**config.mk**
```make
export PLATFORM = sky130hd
export DESIGN_NAME = hbp_bridge_ctrl
export DESIGN_NICKNAME = d
export VERILOG_FILES = /design/src/hbp_pkg.sv /design/src/hbp_sync.sv /design/src/hbp_reg_track.sv /design/src/hbp_bridge_ctrl.sv
export SDC_FILE = /design/constraint.sdc
export NUM_CORES = 1
export LEC_CHECK = 0
export BUFFER_PORTS_ARGS = -buffer_cell sky130_fd_sc_hd__buf_2
export CAP_MARGIN = 20
export CORE_AREA = 8 8 216 218
export CTS_BUF_LIST = sky130_fd_sc_hd__clkbuf_8
export DETAILED_ROUTE_END_ITERATION = 6
export DIE_AREA = 0 0 224 226
export PLACE_DENSITY = 0.68
export SLEW_MARGIN = 15
export SYNTH_ARGS = -nofsm -noshare
export SYNTH_HDL_FRONTEND = slang
export SYNTH_SLANG_ARGS = --single-unit
```
**constraint.sdc**
```tcl
create_clock -name sys_clk -period 13.9 [get_ports sys_clk]
set_input_delay 1.39 -clock sys_clk [delete_from_list [all_inputs] [get_ports sys_clk]]
set_output_delay 1.39 -clock sys_clk [all_outputs]
set_load 0.02 [all_outputs]
```
**src/hbp_pkg.sv**
```systemverilog
package hbp_pkg;
    // sizes
    localparam int NUM_BRIDGES = 3;
    localparam int DLY_W = 8;
    localparam int CODE_W = 6;
    localparam int TMR_W = 16;
    localparam int CNT_W = 5;
    localparam int FLIP_W = 2;
    localparam int ADDR_W = 6;
    localparam int SYNC_W = 9;

    // regulation thresholds and counter limits
    localparam logic [CNT_W-1:0] REG_THRESH = 5'h08;
    localparam logic [CNT_W-1:0] CNT_MAX = 5'h1F;
    localparam logic [FLIP_W-1:0] FLIP_THRESH = 2'h3;
    localparam logic [TMR_W-1:0] TMR_MAX = 16'hFFFF;

    // register byte offsets
    localparam logic [ADDR_W-1:0] OFF_CTRL = 6'h00;
    localparam logic [ADDR_W-1:0] OFF_MODE = 6'h04;
    localparam logic [ADDR_W-1:0] OFF_TON = 6'h08;
    localparam logic [ADDR_W-1:0] OFF_TOFF = 6'h0C;
    localparam logic [ADDR_W-1:0] OFF_CHG = 6'h10;
    localparam logic [ADDR_W-1:0] OFF_PCHG = 6'h14;
    localparam logic [ADDR_W-1:0] OFF_CCP = 6'h18;
    localparam logic [ADDR_W-1:0] OFF_TMO = 6'h1C;
    localparam logic [ADDR_W-1:0] OFF_STAT = 6'h20;

    // register field positions
    localparam int CTRL_SIX_BIT = 0;
    localparam int CTRL_DETECT_BIT = 1;
    localparam int CTRL_POCHG_BIT = 2;
    localparam int CTRL_AGC_LSB = 4;
    localparam int CTRL_EN_LSB = 8;
    localparam int CCP_FW_LSB = 16;
    localparam int STAT_UP_LSB = 4;
    localparam int STAT_DN_LSB = 8;
    localparam int STAT_DET_LSB = 12;

    // writable masks
    localparam logic [31:0] MASK_CTRL = 32'h0000_0737;
    localparam logic [31:0] MASK_MODE = 32'h0000_003F;
    localparam logic [31:0] MASK_DLY = 32'h00FF_FFFF;
    localparam logic [31:0] MASK_CODE = 32'h0003_FFFF;
    localparam logic [31:0] MASK_CCP = 32'hFFFF_FFFF;
    localparam logic [31:0] MASK_TMO = 32'h0000_FFFF;

    // bridge operating modes
    localparam logic [1:0] MODE_PASSIVE = 2'h0;
    localparam logic [1:0] MODE_LOWER_ACT = 2'h1;
    localparam logic [1:0] MODE_UPPER_ACT = 2'h2;
    localparam logic [1:0] MODE_HOLD_OFF = 2'h3;

    // adaptive gate settings
    localparam logic [1:0] AGC_SEQ_A = 2'h1;
    localparam logic [1:0] AGC_SEQ_B = 2'h2;

    // timing
    localparam int CLK_PERIOD_NS = 10;
    localparam int CCP_ACTIVE_NS = 500;
    localparam int CCP_FW_NS = 500;
    localparam int OFF_TIMEOUT_NS = 2000;
    localparam logic [TMR_W-1:0] CCP_ACTIVE_CYC = TMR_W'((CCP_ACTIVE_NS + CLK_PERIOD_NS - 1) / CLK_PERIOD_NS);
    localparam logic [TMR_W-1:0] CCP_FW_CYC = TMR_W'((CCP_FW_NS + CLK_PERIOD_NS - 1) / CLK_PERIOD_NS);
    localparam logic [TMR_W-1:0] OFF_TIMEOUT_CYC = TMR_W'(OFF_TIMEOUT_NS / CLK_PERIOD_NS);

    // reset values
    localparam logic [31:0] RST_CTRL = 32'h0000_0000;
    localparam logic [31:0] RST_MODE = 32'h0000_0000;
    localparam logic [31:0] RST_DLY = 32'h0000_0000;
    localparam logic [31:0] RST_CODE = 32'h0000_0000;
    localparam logic [31:0] RST_CCP = {CCP_FW_CYC, CCP_ACTIVE_CYC};
    localparam logic [31:0] RST_TMO = {16'h0000, OFF_TIMEOUT_CYC};

    typedef enum logic [2:0] {ST_IDLE, ST_UP_PEND, ST_UP_ON, ST_DN_PEND, ST_DN_ON} hbp_state_t;
endpackage

```
**src/hbp_sync.sv**
```systemverilog
`timescale 1ns/1ps
module hbp_sync #(
    parameter int W = 9
) (
    input wire logic sys_clk,
    input wire logic rst,
    input wire logic [W-1:0] async_in,
    output logic [W-1:0] sync_out
);
    import hbp_pkg::*;

    logic [W-1:0] meta_ff;
    logic [W-1:0] sync_ff;

    // two-stage synchroniser
    always_ff @(posedge sys_clk or posedge rst) begin
        if (rst) begin
            meta_ff <= '0;
            sync_ff <= '0;
        end else begin
            meta_ff <= async_in;
            sync_ff <= meta_ff;
        end
    end

    assign sync_out = sync_ff;
endmodule

```
**src/hbp_reg_track.sv**
```systemverilog
`timescale 1ns/1ps
module hbp_reg_track (
    input wire logic sys_clk,
    input wire logic rst,
    input wire logic clear,
    input wire logic enable,
    input wire logic sample,
    input wire logic [hbp_pkg::DLY_W-1:0] meas_on,
    input wire logic [hbp_pkg::DLY_W-1:0] targ_on,
    input wire logic [hbp_pkg::DLY_W-1:0] meas_off,
    input wire logic [hbp_pkg::DLY_W-1:0] targ_off,
    output logic regulated
);
    import hbp_pkg::*;

    logic [CNT_W-1:0] on_cnt_ff;
    logic [CNT_W-1:0] off_cnt_ff;
    logic [FLIP_W-1:0] on_flip_ff;
    logic [FLIP_W-1:0] off_flip_ff;
    logic on_sign_ff;
    logic off_sign_ff;
    logic on_seen_ff;
    logic off_seen_ff;
    logic regulated_ff;

    // saturating up on match, down otherwise
    function automatic logic [CNT_W-1:0] step(input logic [CNT_W-1:0] c, input logic hit);
        if (hit) begin
            step = (c == CNT_MAX) ? c : c + 5'h01;
        end else begin
            step = (c == '0) ? c : c - 5'h01;
        end
    endfunction

    // consecutive error sign changes
    function automatic logic [FLIP_W-1:0] flips(input logic [FLIP_W-1:0] f, input logic seen,
                                                input logic sgn, input logic [DLY_W-1:0] m,
                                                input logic [DLY_W-1:0] t);
        if (m == t) begin
            flips = f;
        end else if (seen && ((m > t) != sgn)) begin
            flips = (f == FLIP_THRESH) ? f : f + 2'h1;
        end else begin
            flips = '0;
        end
    endfunction

    // delay match counters
    always_ff @(posedge sys_clk or posedge rst) begin
        if (rst) begin
            on_cnt_ff <= '0;
            off_cnt_ff <= '0;
        end else if (clear || !enable) begin
            on_cnt_ff <= '0;
            off_cnt_ff <= '0;
        end else if (sample) begin
            on_cnt_ff <= step(on_cnt_ff, meas_on == targ_on);
            off_cnt_ff <= step(off_cnt_ff, meas_off == targ_off);
        end
    end

    // error sign history
    always_ff @(posedge sys_clk or posedge rst) begin
        if (rst) begin
            on_flip_ff <= '0;
            off_flip_ff <= '0;
            on_sign_ff <= 1'b0;
            off_sign_ff <= 1'b0;
            on_seen_ff <= 1'b0;
            off_seen_ff <= 1'b0;
        end else if (clear || !enable) begin
            on_flip_ff <= '0;
            off_flip_ff <= '0;
            on_seen_ff <= 1'b0;
            off_seen_ff <= 1'b0;
        end else if (sample) begin
            on_flip_ff <= flips(on_flip_ff, on_seen_ff, on_sign_ff, meas_on, targ_on);
            off_flip_ff <= flips(off_flip_ff, off_seen_ff, off_sign_ff, meas_off, targ_off);
            if (meas_on != targ_on) begin
                on_sign_ff <= meas_on > targ_on;
                on_seen_ff <= 1'b1;
            end
            if (meas_off != targ_off) begin
                off_sign_ff <= meas_off > targ_off;
                off_seen_ff <= 1'b1;
            end
        end
    end

    // either condition declares regulation
    always_ff @(posedge sys_clk or posedge rst) begin
        if (rst) begin
            regulated_ff <= 1'b0;
        end else begin
            regulated_ff <= enable && !clear &&
                ((on_cnt_ff >= REG_THRESH && off_cnt_ff >= REG_THRESH) ||
                 (on_flip_ff == FLIP_THRESH && off_flip_ff == FLIP_THRESH));
        end
    end

    assign regulated = regulated_ff;
endmodule

```
**src/hbp_bridge_ctrl.sv**
```systemverilog
// The Avalon-MM register port and the register addresses were decided locally.
`timescale 1ns/1ps
// Functional notes
// bridge two decodes inputs three and four.
// bridge three decodes inputs five and six.
// freewheeling lower goes off before upper turns on.
// upper edge before off-timeout: hard-off lower, then upper on; the hard-off pulse rises in the same cycle as upper on.
// early upper edge ignored until freewheel window ends.
// active upper goes off before freewheeling lower turns on.
// early lower edge ignored until active window ends.
// detection off, mode 10: upper is active.
// detection on: detected side is active.
// regulation flag per bridge, adaptive setting 10 or 11.
// delay counters step up on match, down otherwise.
// regulated when both counters reach eight.
// or after three consecutive error sign changes.
// 6-bit charge and precharge codes per bridge.
// six-input mode and enable: each switch from its own input.
// mode 00 passive off, mode 11 held off.
// bridge one decodes inputs one and two.
// inputs synchronised; tracking clears on reconfiguration.
module hbp_bridge_ctrl (
    input wire logic sys_clk,
    input wire logic rst,
    input wire logic [hbp_pkg::ADDR_W-1:0] avs_address,
    input wire logic avs_read,
    input wire logic avs_write,
    input wire logic [31:0] avs_writedata,
    input wire logic [3:0] avs_byteenable,
    output logic [31:0] avs_readdata,
    output logic avs_waitrequest,
    input wire logic pulse_input_one,
    input wire logic pulse_input_two,
    input wire logic pulse_input_three,
    input wire logic pulse_input_four,
    input wire logic pulse_input_five,
    input wire logic pulse_input_six,
    input wire logic [hbp_pkg::NUM_BRIDGES-1:0] upper_active_detected,
    input wire logic [hbp_pkg::NUM_BRIDGES-1:0] delay_sample_valid,
    input wire logic [hbp_pkg::NUM_BRIDGES*hbp_pkg::DLY_W-1:0] measured_turnon_delay,
    input wire logic [hbp_pkg::NUM_BRIDGES*hbp_pkg::DLY_W-1:0] measured_turnoff_delay,
    output logic [hbp_pkg::NUM_BRIDGES-1:0] upper_switch_on,
    output logic [hbp_pkg::NUM_BRIDGES-1:0] lower_switch_on,
    output logic [hbp_pkg::NUM_BRIDGES-1:0] hard_turnoff_current,
    output logic [hbp_pkg::NUM_BRIDGES-1:0] active_hold_off,
    output logic [hbp_pkg::NUM_BRIDGES-1:0] passive_discharge,
    output logic [hbp_pkg::NUM_BRIDGES-1:0] post_charge_on,
    output logic [hbp_pkg::NUM_BRIDGES-1:0] delay_regulated_flag,
    output logic [hbp_pkg::NUM_BRIDGES*hbp_pkg::CODE_W-1:0] charge_current_code,
    output logic [hbp_pkg::NUM_BRIDGES*hbp_pkg::CODE_W-1:0] initial_precharge_code
);
    import hbp_pkg::*;

    logic [31:0] ctrl_ff;
    logic [31:0] mode_ff;
    logic [31:0] ton_ff;
    logic [31:0] toff_ff;
    logic [31:0] chg_ff;
    logic [31:0] pchg_ff;
    logic [31:0] ccp_ff;
    logic [31:0] tmo_ff;
    logic wait_ff;
    logic [31:0] rdata_ff;
    logic [31:0] nxt_rdata;
    logic wr_fire;
    logic [SYNC_W-1:0] sync_vec;
    logic [NUM_BRIDGES-1:0] regulated;
    logic [NUM_BRIDGES-1:0] upper_on_ff;
    logic [NUM_BRIDGES-1:0] lower_on_ff;
    logic [NUM_BRIDGES-1:0] hard_off_ff;
    logic [NUM_BRIDGES-1:0] hold_off_ff;
    logic [NUM_BRIDGES-1:0] passive_ff;
    logic [NUM_BRIDGES-1:0] pochg_ff;
    logic [NUM_BRIDGES-1:0] flag_ff;

    logic six_mode;
    logic detect_en;
    logic pochg_allowed;
    logic [1:0] adaptive_gate_setting;
    logic adaptive_on;
    logic [TMR_W-1:0] win_active;
    logic [TMR_W-1:0] win_fw;
    logic [TMR_W-1:0] off_timeout;

    // byte-lane masked write
    function automatic logic [31:0] merge(input logic [31:0] old, input logic [31:0] wd,
                                          input logic [3:0] be, input logic [31:0] mask);
        logic [31:0] res;
        res = old;
        for (int i = 0; i < 4; i++) begin
            if (be[i]) begin
                res[8*i+:8] = wd[8*i+:8];
            end
        end
        merge = res & mask;
    endfunction

    // own input high, partner low
    function automatic logic want(input logic own, input logic other);
        want = own && !other;
    endfunction

    // synchronise pulse and detection inputs
    hbp_sync #(
        .W(SYNC_W)
    ) u_sync (
        .sys_clk(sys_clk),
        .rst(rst),
        .async_in({upper_active_detected, pulse_input_six, pulse_input_five,
                   pulse_input_four, pulse_input_three, pulse_input_two, pulse_input_one}),
        .sync_out(sync_vec)
    );

    // configuration fields
    assign six_mode = ctrl_ff[CTRL_SIX_BIT];
    assign detect_en = ctrl_ff[CTRL_DETECT_BIT];
    assign adaptive_gate_setting = ctrl_ff[CTRL_AGC_LSB+:2];
    assign pochg_allowed = !ctrl_ff[CTRL_POCHG_BIT] && (adaptive_gate_setting == AGC_SEQ_A || adaptive_gate_setting == AGC_SEQ_B);
    // adaptive setting 10 or 11
    assign adaptive_on = adaptive_gate_setting[1];
    assign win_active = ccp_ff[TMR_W-1:0];
    assign win_fw = ccp_ff[CCP_FW_LSB+:TMR_W];
    assign off_timeout = tmo_ff[TMR_W-1:0];

    // one wait cycle, then waitrequest low for one
    always_ff @(posedge sys_clk or posedge rst) begin
        if (rst) begin
            wait_ff <= 1'b1;
        end else begin
            wait_ff <= wait_ff ? !(avs_read || avs_write) : 1'b1;
        end
    end

    assign wr_fire = avs_write && !wait_ff;

    // read mux; unmapped addresses read zero
    always_comb begin
        nxt_rdata = 32'h0000_0000;
        case (avs_address)
            OFF_CTRL: nxt_rdata = ctrl_ff;
            OFF_MODE: nxt_rdata = mode_ff;
            OFF_TON: nxt_rdata = ton_ff;
            OFF_TOFF: nxt_rdata = toff_ff;
            OFF_CHG: nxt_rdata = chg_ff;
            OFF_PCHG: nxt_rdata = pchg_ff;
            OFF_CCP: nxt_rdata = ccp_ff;
            OFF_TMO: nxt_rdata = tmo_ff;
            OFF_STAT: begin
                nxt_rdata[NUM_BRIDGES-1:0] = flag_ff;
                nxt_rdata[STAT_UP_LSB+:NUM_BRIDGES] = upper_on_ff;
                nxt_rdata[STAT_DN_LSB+:NUM_BRIDGES] = lower_on_ff;
                nxt_rdata[STAT_DET_LSB+:NUM_BRIDGES] = sync_vec[SYNC_W-1-:NUM_BRIDGES];
            end
            default: nxt_rdata = 32'h0000_0000;
        endcase
    end

    // read data captured in the wait cycle
    always_ff @(posedge sys_clk or posedge rst) begin
        if (rst) begin
            rdata_ff <= 32'h0000_0000;
        end else if (avs_read && wait_ff) begin
            rdata_ff <= nxt_rdata;
        end
    end

    // configuration registers
    always_ff @(posedge sys_clk or posedge rst) begin
        if (rst) begin
            ctrl_ff <= RST_CTRL;
            mode_ff <= RST_MODE;
            ton_ff <= RST_DLY;
            toff_ff <= RST_DLY;
            chg_ff <= RST_CODE;
            pchg_ff <= RST_CODE;
            ccp_ff <= RST_CCP;
            tmo_ff <= RST_TMO;
        end else if (wr_fire) begin
            case (avs_address)
                OFF_CTRL: ctrl_ff <= merge(ctrl_ff, avs_writedata, avs_byteenable, MASK_CTRL);
                OFF_MODE: mode_ff <= merge(mode_ff, avs_writedata, avs_byteenable, MASK_MODE);
                OFF_TON: ton_ff <= merge(ton_ff, avs_writedata, avs_byteenable, MASK_DLY);
                OFF_TOFF: toff_ff <= merge(toff_ff, avs_writedata, avs_byteenable, MASK_DLY);
                OFF_CHG: chg_ff <= merge(chg_ff, avs_writedata, avs_byteenable, MASK_CODE);
                OFF_PCHG: pchg_ff <= merge(pchg_ff, avs_writedata, avs_byteenable, MASK_CODE);
                OFF_CCP: ccp_ff <= merge(ccp_ff, avs_writedata, avs_byteenable, MASK_CCP);
                OFF_TMO: tmo_ff <= merge(tmo_ff, avs_writedata, avs_byteenable, MASK_TMO);
                default: ;
            endcase
        end
    end

    // per-bridge sequencing
    for (genvar b = 0; b < NUM_BRIDGES; b++) begin : g_hb
        logic in_up;
        logic in_dn;
        logic [1:0] mode;
        logic en;
        logic upper_act;
        logic want_up;
        logic want_dn;
        logic [TMR_W-1:0] up_win;
        logic [TMR_W-1:0] dn_win;
        logic up_ok;
        logic dn_ok;
        hbp_state_t st_ff;
        hbp_state_t nxt_st;
        logic [TMR_W-1:0] since_off_ff;
        logic last_lower_ff;
        logic [3:0] cfg_prev_ff;
        logic cfg_clear;

        // input pair of this bridge
        assign in_up = sync_vec[2*b];
        assign in_dn = sync_vec[2*b+1];
        assign mode = mode_ff[2*b+:2];
        // bridge enabled
        assign en = six_mode && ctrl_ff[CTRL_EN_LSB+b] &&
                    (mode == MODE_LOWER_ACT || mode == MODE_UPPER_ACT);
        // choose which switch is active
        assign upper_act = detect_en ? sync_vec[2*NUM_BRIDGES+b] : (mode == MODE_UPPER_ACT);
        // decode, equal inputs keep both off
        assign want_up = want(in_up, in_dn);
        assign want_dn = want(in_dn, in_up);
        // windows count from last switch-off
        assign up_win = upper_act ? win_fw : win_active;
        assign dn_win = upper_act ? win_active : win_fw;
        assign up_ok = since_off_ff >= up_win;
        assign dn_ok = since_off_ff >= dn_win;

        // one on-state is left before the other
        always_comb begin
            nxt_st = st_ff;
            if (!en) begin
                nxt_st = ST_IDLE;
            end else begin
                case (st_ff)
                    ST_IDLE, ST_UP_PEND, ST_DN_PEND: begin
                        if (want_up) begin
                            nxt_st = up_ok ? ST_UP_ON : ST_UP_PEND;
                        end else if (want_dn) begin
                            nxt_st = dn_ok ? ST_DN_ON : ST_DN_PEND;
                        end else begin
                            nxt_st = ST_IDLE;
                        end
                    end
                    ST_UP_ON: begin
                        if (!want_up) begin
                            nxt_st = want_dn ? ST_DN_PEND : ST_IDLE;
                        end
                    end
                    ST_DN_ON: begin
                        if (!want_dn) begin
                            nxt_st = want_up ? ST_UP_PEND : ST_IDLE;
                        end
                    end
                    default: nxt_st = ST_IDLE;
                endcase
            end
        end

        // state and off-time counter
        always_ff @(posedge sys_clk or posedge rst) begin
            if (rst) begin
                st_ff <= ST_IDLE;
                since_off_ff <= TMR_MAX;
                last_lower_ff <= 1'b0;
            end else begin
                st_ff <= nxt_st;
                if (st_ff == ST_UP_ON || st_ff == ST_DN_ON) begin
                    since_off_ff <= '0;
                    last_lower_ff <= (st_ff == ST_DN_ON);
                end else if (since_off_ff != TMR_MAX) begin
                    since_off_ff <= since_off_ff + 16'h0001;
                end
            end
        end

        // registered gate outputs
        always_ff @(posedge sys_clk or posedge rst) begin
            if (rst) begin
                upper_on_ff[b] <= 1'b0;
                lower_on_ff[b] <= 1'b0;
                hard_off_ff[b] <= 1'b0;
                pochg_ff[b] <= 1'b0;
            end else begin
                upper_on_ff[b] <= (nxt_st == ST_UP_ON);
                lower_on_ff[b] <= (nxt_st == ST_DN_ON);
                // hard-off pulse on upper edge before off-timeout
                hard_off_ff[b] <= (nxt_st == ST_UP_ON) && (st_ff != ST_UP_ON) &&
                                  upper_act && last_lower_ff && (since_off_ff < off_timeout);
                pochg_ff[b] <= pochg_allowed && (nxt_st == ST_UP_ON || nxt_st == ST_DN_ON);
            end
        end

        // off modes regardless of pulse enable
        always_ff @(posedge sys_clk or posedge rst) begin
            if (rst) begin
                hold_off_ff[b] <= 1'b0;
                passive_ff[b] <= 1'b1;
            end else begin
                hold_off_ff[b] <= six_mode && (mode == MODE_HOLD_OFF);
                passive_ff[b] <= !six_mode || (mode == MODE_PASSIVE);
            end
        end

        // config change clears tracking
        always_ff @(posedge sys_clk or posedge rst) begin
            if (rst) begin
                cfg_prev_ff <= 4'h0;
            end else begin
                cfg_prev_ff <= {adaptive_gate_setting, mode};
            end
        end

        assign cfg_clear = (cfg_prev_ff != {adaptive_gate_setting, mode});

        // regulation tracking
        hbp_reg_track u_track (
            .sys_clk(sys_clk),
            .rst(rst),
            .clear(cfg_clear),
            .enable(adaptive_on),
            .sample(delay_sample_valid[b]),
            .meas_on(measured_turnon_delay[DLY_W*b+:DLY_W]),
            .targ_on(ton_ff[DLY_W*b+:DLY_W]),
            .meas_off(measured_turnoff_delay[DLY_W*b+:DLY_W]),
            .targ_off(toff_ff[DLY_W*b+:DLY_W]),
            .regulated(regulated[b])
        );
    end

    // per-bridge regulation flag
    always_ff @(posedge sys_clk or posedge rst) begin
        if (rst) begin
            flag_ff <= '0;
        end else begin
            flag_ff <= regulated & {NUM_BRIDGES{adaptive_on}};
        end
    end

    assign avs_readdata = rdata_ff;
    assign avs_waitrequest = wait_ff;
    assign upper_switch_on = upper_on_ff;
    assign lower_switch_on = lower_on_ff;
    assign hard_turnoff_current = hard_off_ff;
    assign active_hold_off = hold_off_ff;
    assign passive_discharge = passive_ff;
    assign post_charge_on = pochg_ff;
    assign delay_regulated_flag = flag_ff;
    // current codes
    assign charge_current_code = chg_ff[NUM_BRIDGES*CODE_W-1:0];
    assign initial_precharge_code = pchg_ff[NUM_BRIDGES*CODE_W-1:0];
endmodule

```
==> run summary <==
Cell count after synthesis = 2018
Yosys top cell by area = dfrtp_1
Hold crit path type = reg -> reg
Die Ht = 226 um
Drt wl/cell = 22.0 um
Required time worst endpoint = 14.40 ns
# Post-CTS Setup Buffers = 0
IO Pins = 196
GPL Wtd Cong = 0.911
Power density over the cells = 97.2 mW/mm^2
Die span in x = 224 um
Max_slew headroom = 0.244
Final #Nets = 2574
Clock-pin transition on the worst setup and hold timing paths = 0.07 ns
Startpoint types = register
P_int = 1.68 mW
Vias = 17100
Final cycle utilization of the critical path = 0.274
Sequential area share after synthesis = 0.407
Largest net degree at the start of global routing = 146
Ys async rst share = 1.00
Placed cells = 2765
Max Cap Viol = 0
Share of cells above drive strength 1 = 0.248
Synth Area per Inst = 10.6 sq um
Core Rows = 77
Ys flop type = dfrtp_1
Synthesized net count = 2358
Number of flops mapped to enable cells by yosys = 0
Vias in the first global route = 17400
Diode count = 0
Yosys reg bits = 343
Distinct cell type count after synthesis = 81
Final-report hold violation count = 0
Insertion delay to the later sink of the worst-skew pair = 0.68 ns
Die area = 0.0506 sq mm
Critical Path Sink Type = register
Worst ir drop on vdd = 72.4 uV
Worst Tran Pin Value = 1.13 ns
Power share of the clock group = 0.408
CTS Sinks = 343
Met3 global-route usage = 0.0530
Main area contributors after synthesis = dfrtp_1 33%, ha_1 13%, mux2_2 8.2%, dfstp_2 7.5%, mux2i_1 5.0%
Initial DRC count = 1365
Hpwl dp = 47.7 mm
RSZ-0062 raised after global routing = no
Switching share of power = 0.284
Post-synth top area share = 0.331
Met2 usage = 0.395
P&R area growth vs syn = 13.5%
Worst Path Max Fanout = 16
GRT busiest layer = met2
Endpoints failing setup = 0
Initial antenna violation count = 1
Drt drc = 0
Sequential power share = 0.466
Critical path type = reg -> reg
Leak pwr = 12.2 nW
Gr usage total = 0.246
Drt pass-1 iters = 5
Max Fclk = 0.263 GHz
Worst Setup Slack, final = 10.09 ns
Grt ovf = 0
Post-CTS Resized = 0
Minimum clock period = 3.81 ns
Dpl ws = 9.93 ns
Global-route wire length before repair = 97.5 mm
Via density = 5.93
Number of synthesis warnings = 0
CTS Buffer Depth = 3
P_sw = 0.667 mW
Synthesized area = 0.0213 sq mm
H-tree levels = 2
Setup TNS = 0 ns
Clk root buf = clkbuf_8
Setup Skew = 0.0302 ns
Initial core utilization = 0.490
TritonCTS clock tree = yes
M1 GR Usage = 0.318
I/O Buffers = 195
Fin cells = 2876
Remaining antenna violation count after routing = 0
Crit path DAT = 4.31 ns
Hold_buf cts = 0
Run status = completed
Routed WL = 63.1 mm
Logic pwr share = 0.126
Total CTS buffers = 58
CORE AREA = 0.0435 sq mm
Slew Viols, Final = 0
## flip-flops by register name (all words and copies together) (netlist names), 16 cells and up
register,flops
avs_readdata,32
ccp_ff,32
chg_ff,18
g_hb.since_off_ff,48
pchg_ff,18
tmo_ff,16
toff_ff,24
ton_ff,24
## Yosys cell counts (21+ instances only)
| master | n |
|---|---|
| dfrtp_1 | 282 |
| and3_1 | 21 |
| xnor2_1 | 28 |
| a222oi_1 | 22 |
| dfstp_2 | 61 |
| o21ai_0 | 64 |
| clkbuf_1 | 27 |
| nand2b_1 | 26 |
| a21oi_1 | 116 |
| inv_1 | 130 |
| a21o_1 | 64 |
| xor2_1 | 44 |
| nor2_1 | 133 |
| mux2i_1 | 107 |
| nand4_1 | 44 |
| nand3_1 | 53 |
| ha_1 | 228 |
| nand2_1 | 95 |
| mux2_2 | 156 |
## path summary, 6_finish.rpt
kind                                    from  cells past startpoint                       endpoint  slack, ns
max                               mode_ff[0]                     13              post_charge_on[0]      10.09
min                        u_sync.meta_ff[6]                      0             u_sync.sync_out[6]       0.34
max reg2reg                       mode_ff[0]                     13              post_charge_on[0]      10.09
min reg2reg                u_sync.meta_ff[6]                      0             u_sync.sync_out[6]       0.34
max in group asynchronous                rst                      4                     ccp_ff[31]      10.79
min in group asynchronous                rst                      2  g_hb[2].u_track.off_cnt_ff[1]       0.89
## critical path: stages (launching register included)
cell and delay (ns):
dfrtp_1 0.48, inv_1 0.15, ha_1 0.23, mux2i_2 0.14, buf_4 0.31, mux2_2 0.37
ha_1 0.26, nand2b_1 0.13, a2111oi_0 0.45, o21bai_1 0.19, a221oi_1 0.33, o31ai_1 0.18
o211ai_1 0.27, a21oi_1 0.13
## final cells by class
type                       instances  area, sq um
fill                            3818        19300
clock inverter                    36          228
timing repair buffer             214         1120
tap                              592          741
multi-input combinational       1487        11900
inverter                         130          495
sequential                       343         8660
clock buffer                      74         1020
## per-layer routing
metal	part of all wire	up-vias
met5	0	-
met4	0.040	0
met3	0.070	153
met2	0.46	594
met1	0.43	8476
li1	-	7834
## power groups by stage
stage | Sequential (mW) | Combinational [mW] | Clock [mW]
after floorplan | 1.09 | 0.195 | 0
after global placement | 1.11 | 0.283 | 0
after detailed placement | 1.11 | 0.294 | 0
after CTS | 1.09 | 0.295 | 0.979
after global routing | 1.10 | 0.328 | 1.02
final | 1.10 | 0.295 | 0.959
## placed cells by master, fill, tap and decap left out, types with 19 or more instances in the layout
| cell | n |
|---|---|
| nor3_1 | 20 |
| mux2i_1 | 101 |
| a21o_1 | 64 |
| nand3_1 | 53 |
| buf_2 | 195 |
| a222oi_1 | 22 |
| buf_4 | 19 |
| ha_1 | 228 |
| mux2_2 | 156 |
| and3_1 | 21 |
| inv_1 | 149 |
| dfstp_2 | 61 |
| nand2_1 | 95 |
| dfrtp_1 | 282 |
| o21ai_0 | 64 |
| xnor2_1 | 28 |
| xor2_1 | 44 |
| a21oi_1 | 116 |
| clkbuf_8 | 74 |
| nand2b_1 | 26 |
| nand4_1 | 44 |
| nor2_1 | 133 |
| o21a_1 | 20 |
## cells by family after synthesis
family / share of synthesized area
buffers and inverters: 0.0348
flip-flops: 0.407
AO/OA/AOI/OAI: 0.137
adder cells (fa/ha/maj): 0.140
XOR/XNOR: 0.0304
AND/OR/NAND/NOR: 0.119
multiplexers: 0.133
## metrics by stage
| step | hold WS [ns] | power (mW) | cell area [sq um] | utilization |
|---|---|---|---|---|
| 2_1_floorplan | 0.331 | 1.29 | 21300 | - |
| 3_3_place_gp | 0.333 | 1.39 | 22900 | 0.528 |
| 3_5_place_dp | 0.335 | 1.40 | 22900 | 0.528 |
| 4_1_cts | 0.343 | 2.37 | 24200 | 0.556 |
| 5_1_grt | 0.362 | 2.44 | 24200 | 0.556 |
| 6_report | 0.341 | 2.35 | 24200 | 0.556 |
(Power assumes the default switching activity.)
